$ cat src/design/psq_map.vh
// Register map, field positions, reset values and timing for the slot sequencer
`ifndef PSQ_MAP_VH
`define PSQ_MAP_VH

// Byte register offsets
`define PSQ_OFS_POSITION   8'h81
`define PSQ_OFS_TIMING     8'h82
`define PSQ_OFS_LINREG_A   8'h83
`define PSQ_OFS_LINREG_B   8'h84
`define PSQ_OFS_PULLDOWN   8'h88
`define PSQ_OFS_SWITCH_A   8'h89
`define PSQ_OFS_SWITCH_B   8'h8A
`define PSQ_OFS_OUT0       8'h8D
`define PSQ_OFS_OUT1       8'h8E
`define PSQ_OFS_OUT2       8'h8F
`define PSQ_OFS_OUT3       8'h90
`define PSQ_OFS_OUT4       8'h91
`define PSQ_OFS_CLKPAUSE   8'h92
`define PSQ_OFS_BOUNDS_A   8'h95
`define PSQ_OFS_BOUNDS_B   8'h96

// Nibble field positions
`define PSQ_LO             3:0
`define PSQ_HI             7:4
`define PSQ_WDIR_UP        0
`define PSQ_WDIR_DOWN      1

// Reset value of every configuration byte
`define PSQ_CFG_RST        8'h00
`define PSQ_SLOT_RST       4'h0
`define PSQ_SLOT_ONE       4'h1

// Slot duration table, in 32 us base units
`define PSQ_BASE_NS        32000
`define PSQ_CLK_NS         40
`define PSQ_DUR_LIN_MAX    4'h8
`define PSQ_DUR_384        9'h00C
`define PSQ_DUR_448        9'h00E
`define PSQ_DUR_512        9'h010
`define PSQ_DUR_1024       9'h020
`define PSQ_DUR_2048       9'h040
`define PSQ_DUR_4096       9'h080
`define PSQ_DUR_8192       9'h100
`define PSQ_DUR_ONE        9'h001

`endif

$ cat src/design/psq_sequencer.v
// Slot-based power sequencer with its byte configuration registers
// How it works
// - Position register low nibble reads current slot; upper nibble is reserved storage.
// - Normal slot time comes from a 4-bit code via the sixteen-entry table.
// - Empty slots dwell using the upper timing nibble, same duration table.
// - Each linear regulator switches at the slot held in its own nibble.
// - Each switcher switches at its own slot nibble; two per byte.
// - Pull-down-disable applies at the slot in the upper nibble of its byte.
// - Each general output asserts at its low-nibble slot, releases at its high-nibble slot.
// - Output and calendar clocks enable at the slot in the clock byte's upper nibble.
// - Wait function runs at the slot in the clock byte's lower nibble.
// - Upper nibble of first boundary byte marks end of the main domain.
// - Lower nibble of first boundary byte marks end of the system domain.
// - Standby power-down stops at upper nibble of second boundary byte, at least one.
// - Lower nibble of second boundary byte is the highest slot used.
// - Wait step holds for the pause input, or for the external wait timer.
// - Direction field selects waiting on power-up, power-down, both or neither.
`timescale 1ns/1ps
`include "psq_map.vh"
module psq_sequencer #(
  parameter TICK_CYCLES = `PSQ_BASE_NS / `PSQ_CLK_NS,
  parameter N_LIN       = 4,
  parameter N_SW        = 4,
  parameter N_OUT       = 5
) (
  input  wire             mclk,
  input  wire             rst_n,
  input  wire [7:0]       reg_addr,
  input  wire [7:0]       reg_wdata,
  input  wire             reg_wr,
  input  wire             reg_rd,
  output reg  [7:0]       reg_rdata_r,
  input  wire             power_up_req,
  input  wire             power_down_req,
  input  wire             standby_req,
  input  wire [1:0]       wait_dir,
  input  wire             wait_mode,
  input  wire             ext_pause_input,
  input  wire             wait_timer_done,
  output reg              wait_timer_start_r,
  output reg  [N_LIN-1:0] linreg_en_r,
  output reg  [N_SW-1:0]  switcher_en_r,
  output reg  [N_OUT-1:0] gen_out_r,
  output reg              pulldown_off_r,
  output reg              out_clk_en_r,
  output reg              cal_clk_en_r,
  output reg              system_domain_up_r,
  output reg              main_domain_up_r,
  output reg              busy_r
);
  localparam ST_IDLE = 4'b0001;
  localparam ST_STEP = 4'b0010;
  localparam ST_SLOT = 4'b0100;
  localparam ST_WAIT = 4'b1000;

  // Configuration bytes
  reg  [7:0] pos_hi_r;
  reg  [7:0] timing_r;
  reg  [7:0] lin_a_r;
  reg  [7:0] lin_b_r;
  reg  [7:0] pd_r;
  reg  [7:0] sw_a_r;
  reg  [7:0] sw_b_r;
  reg  [7:0] out_r [0:N_OUT-1];
  reg  [7:0] clkw_r;
  reg  [7:0] bnd_a_r;
  reg  [7:0] bnd_b_r;

  // Sequencer state
  reg  [3:0] state_r;
  reg  [3:0] pos_r;
  reg  [3:0] target_r;
  reg        dir_up_r;
  reg        tmr_start_r;
  reg  [3:0] tmr_code_r;
  reg        tmr_start_nxt;
  integer    i;
  integer    j;
  integer    k;

  wire       tmr_done;
  wire       pause_s;
  wire [3:0] lin_slot [0:N_LIN-1];
  wire [3:0] sw_slot  [0:N_SW-1];
  wire [3:0] slot_len;
  wire [3:0] empty_dwell;
  wire [3:0] pulldown_off_slot;
  wire [3:0] clock_enable_slot;
  wire [3:0] wait_slot;
  wire [3:0] main_end;
  wire [3:0] system_end;
  wire [3:0] standby_stop_slot;
  wire [3:0] max_slot;
  wire       slot_empty;
  wire       wait_here;
  wire       wait_ok;
  wire       slot_over;
  wire [3:0] pos_dn;

  // Field extraction
  assign slot_len          = timing_r[`PSQ_LO];
  assign empty_dwell       = timing_r[`PSQ_HI];
  assign lin_slot[0]       = lin_a_r[`PSQ_LO];
  assign lin_slot[1]       = lin_a_r[`PSQ_HI];
  assign lin_slot[2]       = lin_b_r[`PSQ_LO];
  assign lin_slot[3]       = lin_b_r[`PSQ_HI];
  assign sw_slot[0]        = sw_a_r[`PSQ_LO];
  assign sw_slot[1]        = sw_a_r[`PSQ_HI];
  assign sw_slot[2]        = sw_b_r[`PSQ_HI];
  assign sw_slot[3]        = sw_b_r[`PSQ_LO];
  assign pulldown_off_slot = pd_r[`PSQ_HI];
  assign clock_enable_slot = clkw_r[`PSQ_HI];
  assign wait_slot         = clkw_r[`PSQ_LO];
  assign main_end          = bnd_a_r[`PSQ_HI];
  assign system_end        = bnd_a_r[`PSQ_LO];
  assign standby_stop_slot = bnd_b_r[`PSQ_HI];
  assign max_slot          = bnd_b_r[`PSQ_LO];
  assign pos_dn            = pos_r - `PSQ_SLOT_ONE;

  // A slot is empty when no regulator or switcher sits on it
  reg empty_c;
  always @* begin
    empty_c = 1'b1;
    for (j = 0; j < N_LIN; j = j + 1) begin
      if (lin_slot[j] == pos_r) begin
        empty_c = 1'b0;
      end
    end
    for (j = 0; j < N_SW; j = j + 1) begin
      if (sw_slot[j] == pos_r) begin
        empty_c = 1'b0;
      end
    end
  end
  assign slot_empty = empty_c;

  // Wait decision at the end of the wait slot
  assign wait_here = (pos_r == wait_slot) &&
                     (dir_up_r ? wait_dir[`PSQ_WDIR_UP] : wait_dir[`PSQ_WDIR_DOWN]);
  assign wait_ok   = wait_mode ? wait_timer_done : pause_s;
  assign slot_over = (state_r == ST_SLOT && tmr_done && !wait_here) ||
                     (state_r == ST_WAIT && wait_ok);

  psq_sync3 u_pause_sync (
    .mclk   (mclk),
    .rst_n  (rst_n),
    .din    (ext_pause_input),
    .dout_r (pause_s)
  );

  psq_slot_timer #(
    .TICK_CYCLES (TICK_CYCLES)
  ) u_slot_timer (
    .mclk   (mclk),
    .rst_n  (rst_n),
    .start  (tmr_start_r),
    .code   (tmr_code_r),
    .done_r (tmr_done)
  );

  // Register writes; position nibble itself is read-only
  always @(posedge mclk) begin
    if (!rst_n) begin
      pos_hi_r <= `PSQ_CFG_RST;
      timing_r <= `PSQ_CFG_RST;
      lin_a_r  <= `PSQ_CFG_RST;
      lin_b_r  <= `PSQ_CFG_RST;
      pd_r     <= `PSQ_CFG_RST;
      sw_a_r   <= `PSQ_CFG_RST;
      sw_b_r   <= `PSQ_CFG_RST;
      clkw_r   <= `PSQ_CFG_RST;
      bnd_a_r  <= `PSQ_CFG_RST;
      bnd_b_r  <= `PSQ_CFG_RST;
      for (k = 0; k < N_OUT; k = k + 1) begin
        out_r[k] <= `PSQ_CFG_RST;
      end
    end else if (reg_wr) begin
      case (reg_addr)
        `PSQ_OFS_POSITION: pos_hi_r <= reg_wdata;
        `PSQ_OFS_TIMING:   timing_r <= reg_wdata;
        `PSQ_OFS_LINREG_A: lin_a_r  <= reg_wdata;
        `PSQ_OFS_LINREG_B: lin_b_r  <= reg_wdata;
        `PSQ_OFS_PULLDOWN: pd_r     <= reg_wdata;
        `PSQ_OFS_SWITCH_A: sw_a_r   <= reg_wdata;
        `PSQ_OFS_SWITCH_B: sw_b_r   <= reg_wdata;
        `PSQ_OFS_OUT0:     out_r[0] <= reg_wdata;
        `PSQ_OFS_OUT1:     out_r[1] <= reg_wdata;
        `PSQ_OFS_OUT2:     out_r[2] <= reg_wdata;
        `PSQ_OFS_OUT3:     out_r[3] <= reg_wdata;
        `PSQ_OFS_OUT4:     out_r[4] <= reg_wdata;
        `PSQ_OFS_CLKPAUSE: clkw_r   <= reg_wdata;
        `PSQ_OFS_BOUNDS_A: bnd_a_r  <= reg_wdata;
        `PSQ_OFS_BOUNDS_B: bnd_b_r  <= reg_wdata;
        default:           pos_hi_r <= pos_hi_r;
      endcase
    end
  end

  // Register reads, one cycle after the strobe; unmapped reads give zero
  always @(posedge mclk) begin
    if (!rst_n) begin
      reg_rdata_r <= `PSQ_CFG_RST;
    end else if (reg_rd) begin
      case (reg_addr)
        `PSQ_OFS_POSITION: reg_rdata_r <= {pos_hi_r[`PSQ_HI], pos_r};
        `PSQ_OFS_TIMING:   reg_rdata_r <= timing_r;
        `PSQ_OFS_LINREG_A: reg_rdata_r <= lin_a_r;
        `PSQ_OFS_LINREG_B: reg_rdata_r <= lin_b_r;
        `PSQ_OFS_PULLDOWN: reg_rdata_r <= pd_r;
        `PSQ_OFS_SWITCH_A: reg_rdata_r <= sw_a_r;
        `PSQ_OFS_SWITCH_B: reg_rdata_r <= sw_b_r;
        `PSQ_OFS_OUT0:     reg_rdata_r <= out_r[0];
        `PSQ_OFS_OUT1:     reg_rdata_r <= out_r[1];
        `PSQ_OFS_OUT2:     reg_rdata_r <= out_r[2];
        `PSQ_OFS_OUT3:     reg_rdata_r <= out_r[3];
        `PSQ_OFS_OUT4:     reg_rdata_r <= out_r[4];
        `PSQ_OFS_CLKPAUSE: reg_rdata_r <= clkw_r;
        `PSQ_OFS_BOUNDS_A: reg_rdata_r <= bnd_a_r;
        `PSQ_OFS_BOUNDS_B: reg_rdata_r <= bnd_b_r;
        default:           reg_rdata_r <= `PSQ_CFG_RST;
      endcase
    end
  end

  // Timer start request for the step state
  always @* begin
    tmr_start_nxt = (state_r == ST_STEP);
  end

  // Slot walk: up one slot per period, down in reverse order
  always @(posedge mclk) begin
    if (!rst_n) begin
      state_r            <= ST_IDLE;
      pos_r              <= `PSQ_SLOT_RST;
      target_r           <= `PSQ_SLOT_RST;
      dir_up_r           <= 1'b1;
      tmr_start_r        <= 1'b0;
      tmr_code_r         <= `PSQ_SLOT_RST;
      wait_timer_start_r <= 1'b0;
    end else begin
      tmr_start_r        <= tmr_start_nxt;
      wait_timer_start_r <= 1'b0;
      case (state_r)
        ST_IDLE: begin
          if (power_up_req && pos_r < max_slot) begin
            dir_up_r <= 1'b1;
            target_r <= max_slot;
            pos_r    <= pos_r + `PSQ_SLOT_ONE;
            state_r  <= ST_STEP;
          end else if (standby_req && pos_r > standby_stop_slot &&
                       standby_stop_slot >= `PSQ_SLOT_ONE) begin
            dir_up_r <= 1'b0;
            target_r <= standby_stop_slot;
            state_r  <= ST_STEP;
          end else if (power_down_req && pos_r > `PSQ_SLOT_RST) begin
            dir_up_r <= 1'b0;
            target_r <= `PSQ_SLOT_RST;
            state_r  <= ST_STEP;
          end
        end
        ST_STEP: begin
          // Empty slots take the dwell code instead of the slot length
          tmr_code_r <= slot_empty ? empty_dwell : slot_len;
          state_r    <= ST_SLOT;
        end
        ST_SLOT: begin
          if (tmr_done && wait_here) begin
            wait_timer_start_r <= wait_mode;
            state_r            <= ST_WAIT;
          end
        end
        ST_WAIT: begin
          state_r <= state_r;
        end
        default: state_r <= ST_IDLE;
      endcase
      // Leave the slot: move on or stop at the target
      if (slot_over) begin
        if (dir_up_r) begin
          if (pos_r < target_r) begin
            pos_r   <= pos_r + `PSQ_SLOT_ONE;
            state_r <= ST_STEP;
          end else begin
            state_r <= ST_IDLE;
          end
        end else begin
          pos_r   <= pos_dn;
          state_r <= (pos_dn > target_r) ? ST_STEP : ST_IDLE;
        end
      end
    end
  end

  // Slot actions on entering a step; down direction undoes them
  always @(posedge mclk) begin
    if (!rst_n) begin
      linreg_en_r    <= {N_LIN{1'b0}};
      switcher_en_r  <= {N_SW{1'b0}};
      gen_out_r      <= {N_OUT{1'b0}};
      pulldown_off_r <= 1'b0;
      out_clk_en_r   <= 1'b0;
      cal_clk_en_r   <= 1'b0;
    end else if (state_r == ST_STEP) begin
      for (i = 0; i < N_LIN; i = i + 1) begin
        if (lin_slot[i] == pos_r) begin
          linreg_en_r[i] <= dir_up_r;
        end
      end
      for (i = 0; i < N_SW; i = i + 1) begin
        if (sw_slot[i] == pos_r) begin
          switcher_en_r[i] <= dir_up_r;
        end
      end
      for (i = 0; i < N_OUT; i = i + 1) begin
        if (out_r[i][`PSQ_LO] == pos_r) begin
          gen_out_r[i] <= dir_up_r;
        end else if (out_r[i][`PSQ_HI] == pos_r) begin
          gen_out_r[i] <= !dir_up_r;
        end
      end
      if (pulldown_off_slot == pos_r) begin
        pulldown_off_r <= dir_up_r;
      end
      if (clock_enable_slot == pos_r) begin
        out_clk_en_r <= dir_up_r;
        cal_clk_en_r <= dir_up_r;
      end
    end
  end

  // Domain status and busy flag
  always @(posedge mclk) begin
    if (!rst_n) begin
      system_domain_up_r <= 1'b0;
      main_domain_up_r   <= 1'b0;
      busy_r             <= 1'b0;
    end else begin
      system_domain_up_r <= (pos_r >= system_end);
      main_domain_up_r   <= (pos_r >= main_end);
      busy_r             <= (state_r != ST_IDLE);
    end
  end
endmodule

$ cat src/design/psq_sync3.v
// Three-stage synchroniser that only reports a change once stages two and three agree
`timescale 1ns/1ps
module psq_sync3 (
  input  wire mclk,
  input  wire rst_n,
  input  wire din,
  output reg  dout_r
);
  reg s1_r;
  reg s2_r;
  reg s3_r;

  // Shift chain; output follows only a settled level
  always @(posedge mclk) begin
    if (!rst_n) begin
      s1_r   <= 1'b0;
      s2_r   <= 1'b0;
      s3_r   <= 1'b0;
      dout_r <= 1'b0;
    end else begin
      s1_r <= din;
      s2_r <= s1_r;
      s3_r <= s2_r;
      if (s2_r == s3_r) begin
        dout_r <= s3_r;
      end
    end
  end
endmodule

$ cat src/design/psq_slot_timer.v
// Slot timer: 32 us tick divider and sixteen-entry duration table
`timescale 1ns/1ps
`include "psq_map.vh"
module psq_slot_timer #(
  parameter TICK_CYCLES = `PSQ_BASE_NS / `PSQ_CLK_NS
) (
  input  wire       mclk,
  input  wire       rst_n,
  input  wire       start,
  input  wire [3:0] code,
  output reg        done_r
);
  reg  [9:0] div_r;
  reg  [8:0] cnt_r;
  reg        run_r;
  reg  [8:0] ticks;
  wire       tick;

  // Code to number of 32 us units
  always @* begin
    ticks = `PSQ_DUR_ONE;
    if (code <= `PSQ_DUR_LIN_MAX) begin
      ticks = {5'h00, code} + `PSQ_DUR_ONE;
    end else begin
      case (code)
        4'h9:    ticks = `PSQ_DUR_384;
        4'hA:    ticks = `PSQ_DUR_448;
        4'hB:    ticks = `PSQ_DUR_512;
        4'hC:    ticks = `PSQ_DUR_1024;
        4'hD:    ticks = `PSQ_DUR_2048;
        4'hE:    ticks = `PSQ_DUR_4096;
        default: ticks = `PSQ_DUR_8192;
      endcase
    end
  end

  assign tick = run_r && (div_r == TICK_CYCLES[9:0] - 10'h001);

  // Count base units; done pulses once at the end
  always @(posedge mclk) begin
    if (!rst_n) begin
      div_r  <= 10'h000;
      cnt_r  <= 9'h000;
      run_r  <= 1'b0;
      done_r <= 1'b0;
    end else begin
      done_r <= 1'b0;
      if (start) begin
        div_r <= 10'h000;
        cnt_r <= ticks;
        run_r <= 1'b1;
      end else if (run_r) begin
        div_r <= tick ? 10'h000 : div_r + 10'h001;
        if (tick) begin
          if (cnt_r == `PSQ_DUR_ONE) begin
            run_r  <= 1'b0;
            done_r <= 1'b1;
          end
          cnt_r <= cnt_r - `PSQ_DUR_ONE;
        end
      end
    end
  end
endmodule

$ cat config.mk
export PLATFORM = sky130hd
export DESIGN_NAME = psq_sequencer
export DESIGN_NICKNAME = d
export VERILOG_FILES = /design/src/design/psq_sequencer.v /design/src/design/psq_sync3.v /design/src/design/psq_slot_timer.v
export VERILOG_INCLUDE_DIRS = /design/src /design/src/design
export SDC_FILE = /design/constraint.sdc
export NUM_CORES = 1
export LEC_CHECK = 0
export ABC_CLOCK_PERIOD_IN_PS = 2600
export BUFFER_PORTS_ARGS = -buffer_cell sky130_fd_sc_hd__buf_2
export CAP_MARGIN = 20
export CORE_AREA = 4 4 136 236
export CTS_CLUSTER_SIZE = 8
export DETAILED_ROUTE_END_ITERATION = 8
export DIE_AREA = 0 0 140 240
export PLACE_DENSITY_LB_ADDON = 0.15
export SYNTH_ARGS = -nofsm -noshare
export SYNTH_HDL_FRONTEND = slang
export SYNTH_HIERARCHICAL = 1
export SYNTH_SLANG_ARGS = --single-unit
export TNS_END_PERCENT = 20
$ cat constraint.sdc
create_clock -name mclk -period 2.6 [get_ports mclk]
set_clock_uncertainty 0.2 [all_clocks]
set_input_delay 0.26 -clock mclk [delete_from_list [all_inputs] [get_ports mclk]]
set_output_delay 0.26 -clock mclk [all_outputs]
set_load 0.02 [all_outputs]
# Word-level counts from Yosys, hierarchy flattened
# Memory sizes are Yosys's and may differ from the RTL's.
# Cells that the tools add are included.
# classes
n_addsub	5
bitwise	8
n_eq_ne	53
order_cmp	9
reduce_logical	52
n_mux	79
# ops
operator	count
$eq 8x8->1 const B	15
$pmux 8 s15	1
$eq 4x4->1	21
$mux 4	15
$pmux 9 s6	1
$reduce_and 2->1	27
$mux 1	49
$mux 8	5
$mux 9	4
$eq 4x4->1 const B	7
$pmux 4 s4	1
$reduce_bool 2->1	7
$add 10x1->10 const B	1
$eq 10x10->1 const B	1
$logic_and 1x1->1	10
$mux 10	1
$eq 9x1->1 const B	1
$sub 9x1->9 const B	1
$ge 4x4->1	2
$gt 4x4->1	2
$lt 4x4->1	2
$reduce_and 3->1	2
$add 4x1->5 const B	1
$ne 5x5->1 const B	1
20 further kinds	28
# totals
mem_bits_rw	40
output_inout_bits	28
memories	1
word_cells	251
input_bits	28
regBits	150
# mem_list
memory	words	word_bits	read_ports	rd_ports_with_merged_regs	wr	line_no	text
out_r	5	8	5	0	5	psq_sequencer.v:64	reg [7:0] out_r [0:N_OUT-1];

# Logic depth before layout (Yosys ltp)
# Gate-level depths: netlist (run 1).
# depth
depth_word	10
depth_mapped	12

# Cells and area by module
# The synthesis (run 1) kept the hierarchy.
# by_module_without_submodules
mod	area_per_inst_um2	n_inst	seq_area_each_um2	cells_per_inst
psq_sequencer	9041.2	1	3623.5	985
psq_slot_timer	1288.7	1	420.4	157
psq_sync3	116.4	1	80.1	10

# Least setup slack after synthesis (run 1)
# No wires, ideal clock.
# synth_timing
path_type	reg-to-reg
start	reg pos_r[1]
end	reg state_r[0]
setup_slack_ps	-215
arrival_ps	2501
required_ps	2286
stages_incl_launch_ff	13
path_cell_list	dfxtp_1 -> buf_2 -> buf_4 -> buf_2 -> inv_1 -> ha_1 -> xor2_1 -> ha_1 -> nand2_1 -> o21ai_0 -> o311ai_0 -> a21o_1 -> a21o_1
# synth_between
elab_chain_cells	7
word_cells_on_any_way	27
classes_between	add/sub (1); order compare (5); eq/ne (4); mux (7); reduce/logical (10)
# synth_rtl
element	line_no	text
from (decl)	psq_sequencer.v:71	reg [3:0] pos_r;
from (signal assigned)	psq_sequencer.v:234	pos_r <= `PSQ_SLOT_RST;
from (signal assigned)	psq_sequencer.v:248	pos_r <= pos_r + `PSQ_SLOT_ONE;
from (signal assigned)	psq_sequencer.v:281	pos_r <= pos_r + `PSQ_SLOT_ONE;
branches (longest 7 deep; another with $sub 4x1->4)	-	
to (signal assigned)	psq_sequencer.v:273	state_r <= state_r;
to (signal assigned)	psq_sequencer.v:288	state_r <= (pos_dn > target_r) ? ST_STEP : ST_IDLE;
to (decl)	psq_sequencer.v:70	reg [3:0] state_r;
# Parallel ways; which one is timed is not known.
# A chain may end at the register's enable or synchronous reset.

# Worst setup path in the final report (run 1)
# layout_timing
start	reg pos_r[1]
end	reg tmr_code_r[2]
# layout_between
elab_chain_cells	10
word_cells_on_any_way	17
classes_between	eq/ne (8); mux (9)
# layout_rtl
element	line_no	text
$eq 4x4->1	psq_sequencer.v:125	if (lin_slot[j] == pos_r) begin
$mux 1 (4 in a row)	psq_sequencer.v:125	
$mux 1 (3 in a row)	psq_sequencer.v:130	if (sw_slot[j] == pos_r) begin
$mux 1 *	psq_sequencer.v:130	
$mux 4 *	psq_sequencer.v:263	tmr_code_r <= slot_empty ? empty_dwell : slot_len;
to (signal assigned)	psq_sequencer.v:238	tmr_code_r <= `PSQ_SLOT_RST;
to (signal assigned)	psq_sequencer.v:263	
to (decl)	psq_sequencer.v:75	reg [3:0] tmr_code_r;
# Mark *: on every way between the ends. The rest lies on a longest branch, timed or not.

==> results of run 1 <==
==> power breakdown <==
part           internal [mW]  total (mW)  switching (mW)
logic                  0.194       0.535           0.342
registers               3.01        3.07          0.0669
clock network           1.47        2.80            1.32
==> metal layers <==
layer  routed length [um]  up-vias  share of wire (%)
met5                    0        -                  0
met4                 2860        0                7.6
met3                 1110       95                3.0
met2                19900      257                 53
met1                13600     4268                 36
li1                     -     4280                  -
==> placed cells by master, fill, tap and decap left out, drive strengths merged, types with 10 or more instances in the layout <==
master,n
clkbuf,17
nand3,43
nand4,23
buf,127
inv,48
edfxtp,40
dfxtp,146
nor4,14
o21ai,46
ha,32
a21oi,73
mux2i,75
xor2,32
nand3b,10
nor3,17
o22ai,14
nor2,103
mux2,10
xnor2,70
nand2b,12
and2,15
nor2b,11
a22oi,25
nand2,90
==> cells by family after synthesis <==
kind of cell | synth area share (%)
flops | 39.5
compound gates | 15.3
mux | 8.26
fa+ha+maj | 3.83
simple gates | 19.2
buf+inv | 5.29
xor+xnor | 8.55
==> through the flow <==
stage               instance area (sq um)  worst slack [ns]  hold WS (ns)
finish                              12100             0.224        0.0256
global route                        12100             0.107        0.0278
CTS                                 12100             0.257        0.0129
detailed placement                  11400            0.0652         0.223
global placement                    11400            0.0895         0.216
floorplan                           10500            0.0165         0.154
==> worst max-delay path, cell delays in order, from the launching register on <==
cell,delay [ns]
dfxtp_2,0.47
buf_4,0.33
xnor2_1,0.12
nand4_1,0.26
nand4_1,0.21
nor2_2,0.29
mux2i_1,0.27
a21oi_1,0.09
==> state kept, by name, indices dropped and copies added, names as in the netlist, 4 cells and up <==
| name | cells |
|---|---|
| out_r | 40 |
| u_slot_timer/div_r | 10 |
| u_slot_timer/cnt_r | 9 |
| bnd_a_r | 8 |
| bnd_b_r | 8 |
| clkw_r | 8 |
| lin_a_r | 8 |
| lin_b_r | 8 |
| pd_r | 8 |
| reg_rdata_r | 8 |
| sw_a_r | 8 |
| sw_b_r | 8 |
| timing_r | 8 |
| gen_out_r | 5 |
| linreg_en_r | 4 |
| pos_hi_r | 4 |
| pos_r | 4 |
| state_r | 4 |
| switcher_en_r | 4 |
| target_r | 4 |
| tmr_code_r | 4 |
==> how the worst max path moves through the flow <==
stage | startpoint | cells after the start | endpoint | slack (ns)
global route | pos_r[1] | 7 | pos_r[1] | 0.11
finish | pos_r[1] | 7 | tmr_code_r[2] | 0.22
detailed placement | reg_addr[2] | 7 | reg_rdata_r[7] | 0.07
global placement | reg_addr[2] | 7 | reg_rdata_r[7] | 0.09
floorplan | pos_r[1] | 12 | state_r[0] | 0.02
CTS | pos_r[1] | 7 | tmr_code_r[2] | 0.26
==> layout make-up <==
class | instances | area, sq um
Multi-Input combinational cell | 845 | 5780
Tap cell | 387 | 484
Timing Repair Buffer | 131 | 918
Sequential cell | 186 | 4130
Fill cell | 3083 | 18000
Clock buffer | 17 | 425
Clock inverter | 15 | 194
Inverter | 39 | 146
==> what timing repair did <==
item	4_1_cts	5_1_grt
endpoints found under the hold margin	10	0
hold buffers	4	0
gates resized for setup	0	0
==> results.yml, run 1 <==
route:
  vias: 8900
  via_per_inst: 5.49
  routed_wl_mm: 37.4
  drt_iter0_drc: 547
  drc: 0
  wl_per_cell_um: 23.1
  ant_nets: 0
  firstDrtPassIters: 5
synth:
  avgSynthCellArea_sq_um: 9.07
  synth_seq_area_share_pct: 39.5
  syn-cell-area_sq_um: 10400
  synth_area_leaders: "dfxtp_1, edfxtp_1, mux2i_1"
  yosysTopAreaCellShare_pct: 28.0
  synth_top_cell_by_area: "dfxtp_1"
  ys_warn_count: 6
  ys_ff_latch: 186
  synthTopCellsByCount: "dfxtp_1, nor2_1, nand2_1"
  syn-num-nets: 1212
  yosys.cell_types.count: 84
  ys.flop_type: "dfxtp_1"
  async_flop_share_pct: 0
  synth_edf_count: 40
  yosys.cell_count.top_type: "dfxtp_1"
  netlist_instances: 1152
cts:
  cts_setup_buffers: 0
  clock_sinks: 186
  htree_levels: 4
  cts_tree: "done"
  root_buffer: "clkbuf_16"
  clkTransAtPathRegs_ns: 0.08
  cts-buffers-inserted: 17
  clock_path_buffers: 2
  clk_latency_ns: 0.46
floorplan:
  row_count: 84
  core_sq_um: 30100
  die_w_um: 140
  fp.dieArea_sq_um: 33600
  ios: 56
  dieHeight_um: 240
  start_util_pct: 34.8
global_routing:
  grt_start_max_net_pins: 97
  grt.total_usage_pct: 22.2
  grt_busiest_layer: "met2"
  grt_pass1_vias: 8959
  met3_usage_pct: 3.02
  use_met2_pct: 41.4
  grt_pass1_wl_mm: 55.7
  overflow: 0
  antenna_found_initial: 0
  grtUsageMet1_pct: 22.4
timing:
  slew_headroom_pct: 59.2
  timing.fmax_mhz: 421
  setup_violations: 0
  hold_viol: 0
  period_share_pct: 91.4
  rsz0062_at_grt: "false"
  report.final.slew_viol_count: 0
  timing_worst_slew_pin_value_ns: 0.607
  tns_ns: 0
  period_minus_slack_ns: 2.38
cells_and_area:
  final_util_pct: 40.2
  drive_gt1_share_pct: 16.1
  n_antenna_cell: 0
  nets: 1280
  fin_cells: 1620
  syn2layout_area_growth_pct: 15.6
hold_path:
  hp-start: "wait_dir[1]"
  whs_endpoint: "wait_timer_start_r"
  hold_class: "in2reg"
  holdPathStages: 3
critical_path:
  crit_type: "reg2reg"
  startpoint_type: "flip-flop"
  worst_r2r_path_depth: 7
  end_kind: "flip-flop"
  r2r_start: "pos_r[1]"
  worstPathRequired_ns: 2.75
  r2r-end: "tmr_code_r[2]"
  r2r_slack_ns: 0.22
  arrival_ns: 2.52
  path_max_fanout: 13
outcome:
  status: "finished, final reports clean"
power_and_ir_drop:
  p_leak_nw: 4.57
  total_power_mw: 6.41
  power_density_nw_per_um2: 531
  ir_worst_vdd_mv: 0.421
place:
  hpwl_mm: 29.1
  dp.cells: 1584
  place_congestion: 0.964
  io_buffers: 55
flow_run:
  drv_cap: 0
Note: power is estimated with default switching activity, not from simulation.
==> inputs of run 2 (changes only) <==
--- a/config.mk
+++ b/config.mk
@@ -14,6 +14,7 @@
 export DETAILED_ROUTE_END_ITERATION = 8
 export DIE_AREA = 0 0 140 240
 export PLACE_DENSITY_LB_ADDON = 0.15
+export SETUP_SLACK_MARGIN = 0.5
 export SYNTH_ARGS = -nofsm -noshare
 export SYNTH_HDL_FRONTEND = slang
 export SYNTH_HIERARCHICAL = 1
==> run 2 against run 1 <==
  * Global-route usage is 0.63 points higher
  * Highest routed layer unchanged
  * Die area stayed put
  * First-iteration DRC count is 8.2% lower
==> results.yml, run 2 (synthesis results as in run 1) <==
outcome:
  status: "finished, final reports clean"
cts:
  cts_tree: "done"
  htree_levels: 4
  clock_sinks: 186
  clk_latency_ns: 0.46
  root_buffer: "clkbuf_16"
  cts-buffers-inserted: 17
  clkTransAtPathRegs_ns: 0.07
  clock_path_buffers: 2
critical_path:
  critical_path_buf_inv_count: 3
  max_stage_delay_ns: 0.38
  worstPathRequired_ns: 2.78
  crit_type: "reg2reg"
  r2r_slack_ns: 0.43
  arrival_ns: 2.35
  end_kind: "flip-flop"
  startpoint_type: "flip-flop"
  cp.depth: 9
  r2r_start: "pos_r[2]"
  crit_family: "compound AO/OA/AOI/OAI gates"
  worstPathCellList: "buf_12, buf_4, buf_4, ha_1, o211ai_1, a21oi_1, o21ai_2, o32a_1, a21oi_1"
  startpoint: "pos_r[2]"
  worst_r2r_path_depth: 9
  cpMaxStageDelayCell: "dfxtp_4"
  path_max_fanout: 8
route:
  vias: 9223
  drc: 0
  via_per_inst: 5.63
  wl_per_cell_um: 24.0
  ant_nets: 0
  drt_iter0_drc: 502
  routed_wl_mm: 39.3
  firstDrtPassIters: 5
floorplan:
  row_count: 84
  start_util_pct: 34.8
  core_sq_um: 30100
  fp.dieArea_sq_um: 33600
  ios: 56
  die_w_um: 140
  dieHeight_um: 240
power_and_ir_drop:
  switchingPower_mw: 1.73
  pwr-share-seq_pct: 49.7
  cellInternalPower_mw: 4.46
  combPwrFrac_pct: 8.9
  p_leak_nw: 4.65
  ir_worst_vdd_mv: 0.367
  power_density_nw_per_um2: 501
  clock_power_share_pct: 41.4
  swShare_pct: 27.9
global_routing:
  grt_start_max_net_pins: 96
  grt_pass1_vias: 9008
  grt_pass1_wl_mm: 57.1
  antenna_found_initial: 0
  overflow: 0
  grt.total_usage_pct: 22.8
cells_and_area:
  final_util_pct: 41.1
  fillers: 3103
  syn2layout_area_growth_pct: 18.4
  top_register: "out_r"
  nets: 1296
  final_cell_mix: "dfxtp_1, nor2_1, nand2_1, buf_4, mux2i_1"
  final_common_cell: "dfxtp_1"
  top_regs: "out_r x40, u_slot_timer/div_r x10, u_slot_timer/cnt_r x9"
  largest_reg_flops: 40
  drive_gt1_share_pct: 19.1
timing:
  whs_ns: 0.0197
  period_share_pct: 83.4
  hold_viol: 0
  rsz0062_at_grt: "true"
  setup_violations: 0
  tns_ns: 0
  report.final.slew_viol_count: 0
  period_minus_slack_ns: 2.17
  timing.fmax_mhz: 461
  timing_worst_slew_pin_value_ns: 0.594
  setup_ws_ns: 0.430
  slew_headroom_pct: 60.3
hold_path:
  hold_class: "in2reg"
  hp-start: "rst_n"
  holdPathStages: 2
place:
  place_congestion: 0.987
  hpwl_mm: 28.9
  dp_slack_ns: 0.139
  io_buffers: 55
flow_run:
  drv_cap: 0
run 2: changes by cell type in the layout (fill, tap and decap cells not counted), sizes merged:
cell / previous run / this run
or4: 6 / 7
clkbuf: 17 / 19
diode: 0 / 1
bufinv: 2 / 0
clkinv: 4 / 2
inv: 48 / 46
clkinvlp: 0 / 4
dlygate4sd3: 4 / 5
buf: 127 / 141
run 2: power by group through the flow:
| stage | registers, mW | clock network [mW] | logic (mW) |
|---|---|---|---|
| 3_3_place_gp | 3.14 | 0 | 0.529 |
| 2_1_floorplan | 3.13 | 0 | 0.320 |
| 3_5_place_dp | 3.14 | 0 | 0.530 |
| 5_1_grt | 3.08 | 2.73 | 0.591 |
| 6_report | 3.08 | 2.56 | 0.553 |
| 4_1_cts | 3.07 | 2.61 | 0.544 |
run 2: metrics by stage:
stage / instances / area (sq um) / power (mW)
6_report: 1637 / 12400 / 6.19
5_1_grt: 1636 / 12400 / 6.40
4_1_cts: 1620 / 12100 / 6.23
3_5_place_dp: 1577 / 11400 / 3.67
3_3_place_gp: 1577 / 11400 / 3.67
2_1_floorplan: 1152 / 10600 / 3.45
run 2: metal layers:
metal / up-vias / part of all wire (%) / track usage, %
met5: - / 0 / 0
met4: 0 / 7.4 / 14.5
met3: 111 / 3.1 / 3.74
met2: 281 / 54 / 43.3
met1: 4518 / 36 / 22.7
li1: 4313 / - / -
run 2: path summary, 6_finish.rpt:
check	to
setup / recovery	pos_r[1]
hold reg to reg	u_pause_sync/s2_r
setup reg to reg	pos_r[1]
hold / removal	dir_up_r
run 2: layout make-up:
type,count,area (sq um),share of cell area (%)
Antenna cell,1,2.50,0.0202
Clock buffer,19,433,3.50
Clock inverter,13,125,1.01
Inverter,39,163,1.32
Multi-Input combinational cell,846,5940,48.0
Sequential cell,186,4150,33.6
Tap cell,387,484,3.92
Timing Repair Buffer,146,1070,8.65
run 2: timing repair:
| item | in CTS | in global routing |
|---|---|---|
| hold buffers | 5 | 0 |
| gates resized for setup | 18 | 20 |
| pin swaps | 6 | 12 |
| setup endpoints to repair | 22 | 26 |
| hold endpoints to repair | 3 | 0 |
| buffers inserted | 6 | 15 |
| gates cloned | 0 | 1 |
run 2: worst reg2reg max path, cell delays in order, from the launching register on:
cell and delay, ns:
dfxtp_4 0.38, buf_12 0.14, buf_4 0.14, buf_4 0.13
ha_1 0.27, o211ai_1 0.12, a21oi_1 0.28, o21ai_2 0.11
o32a_1 0.19, a21oi_1 0.13
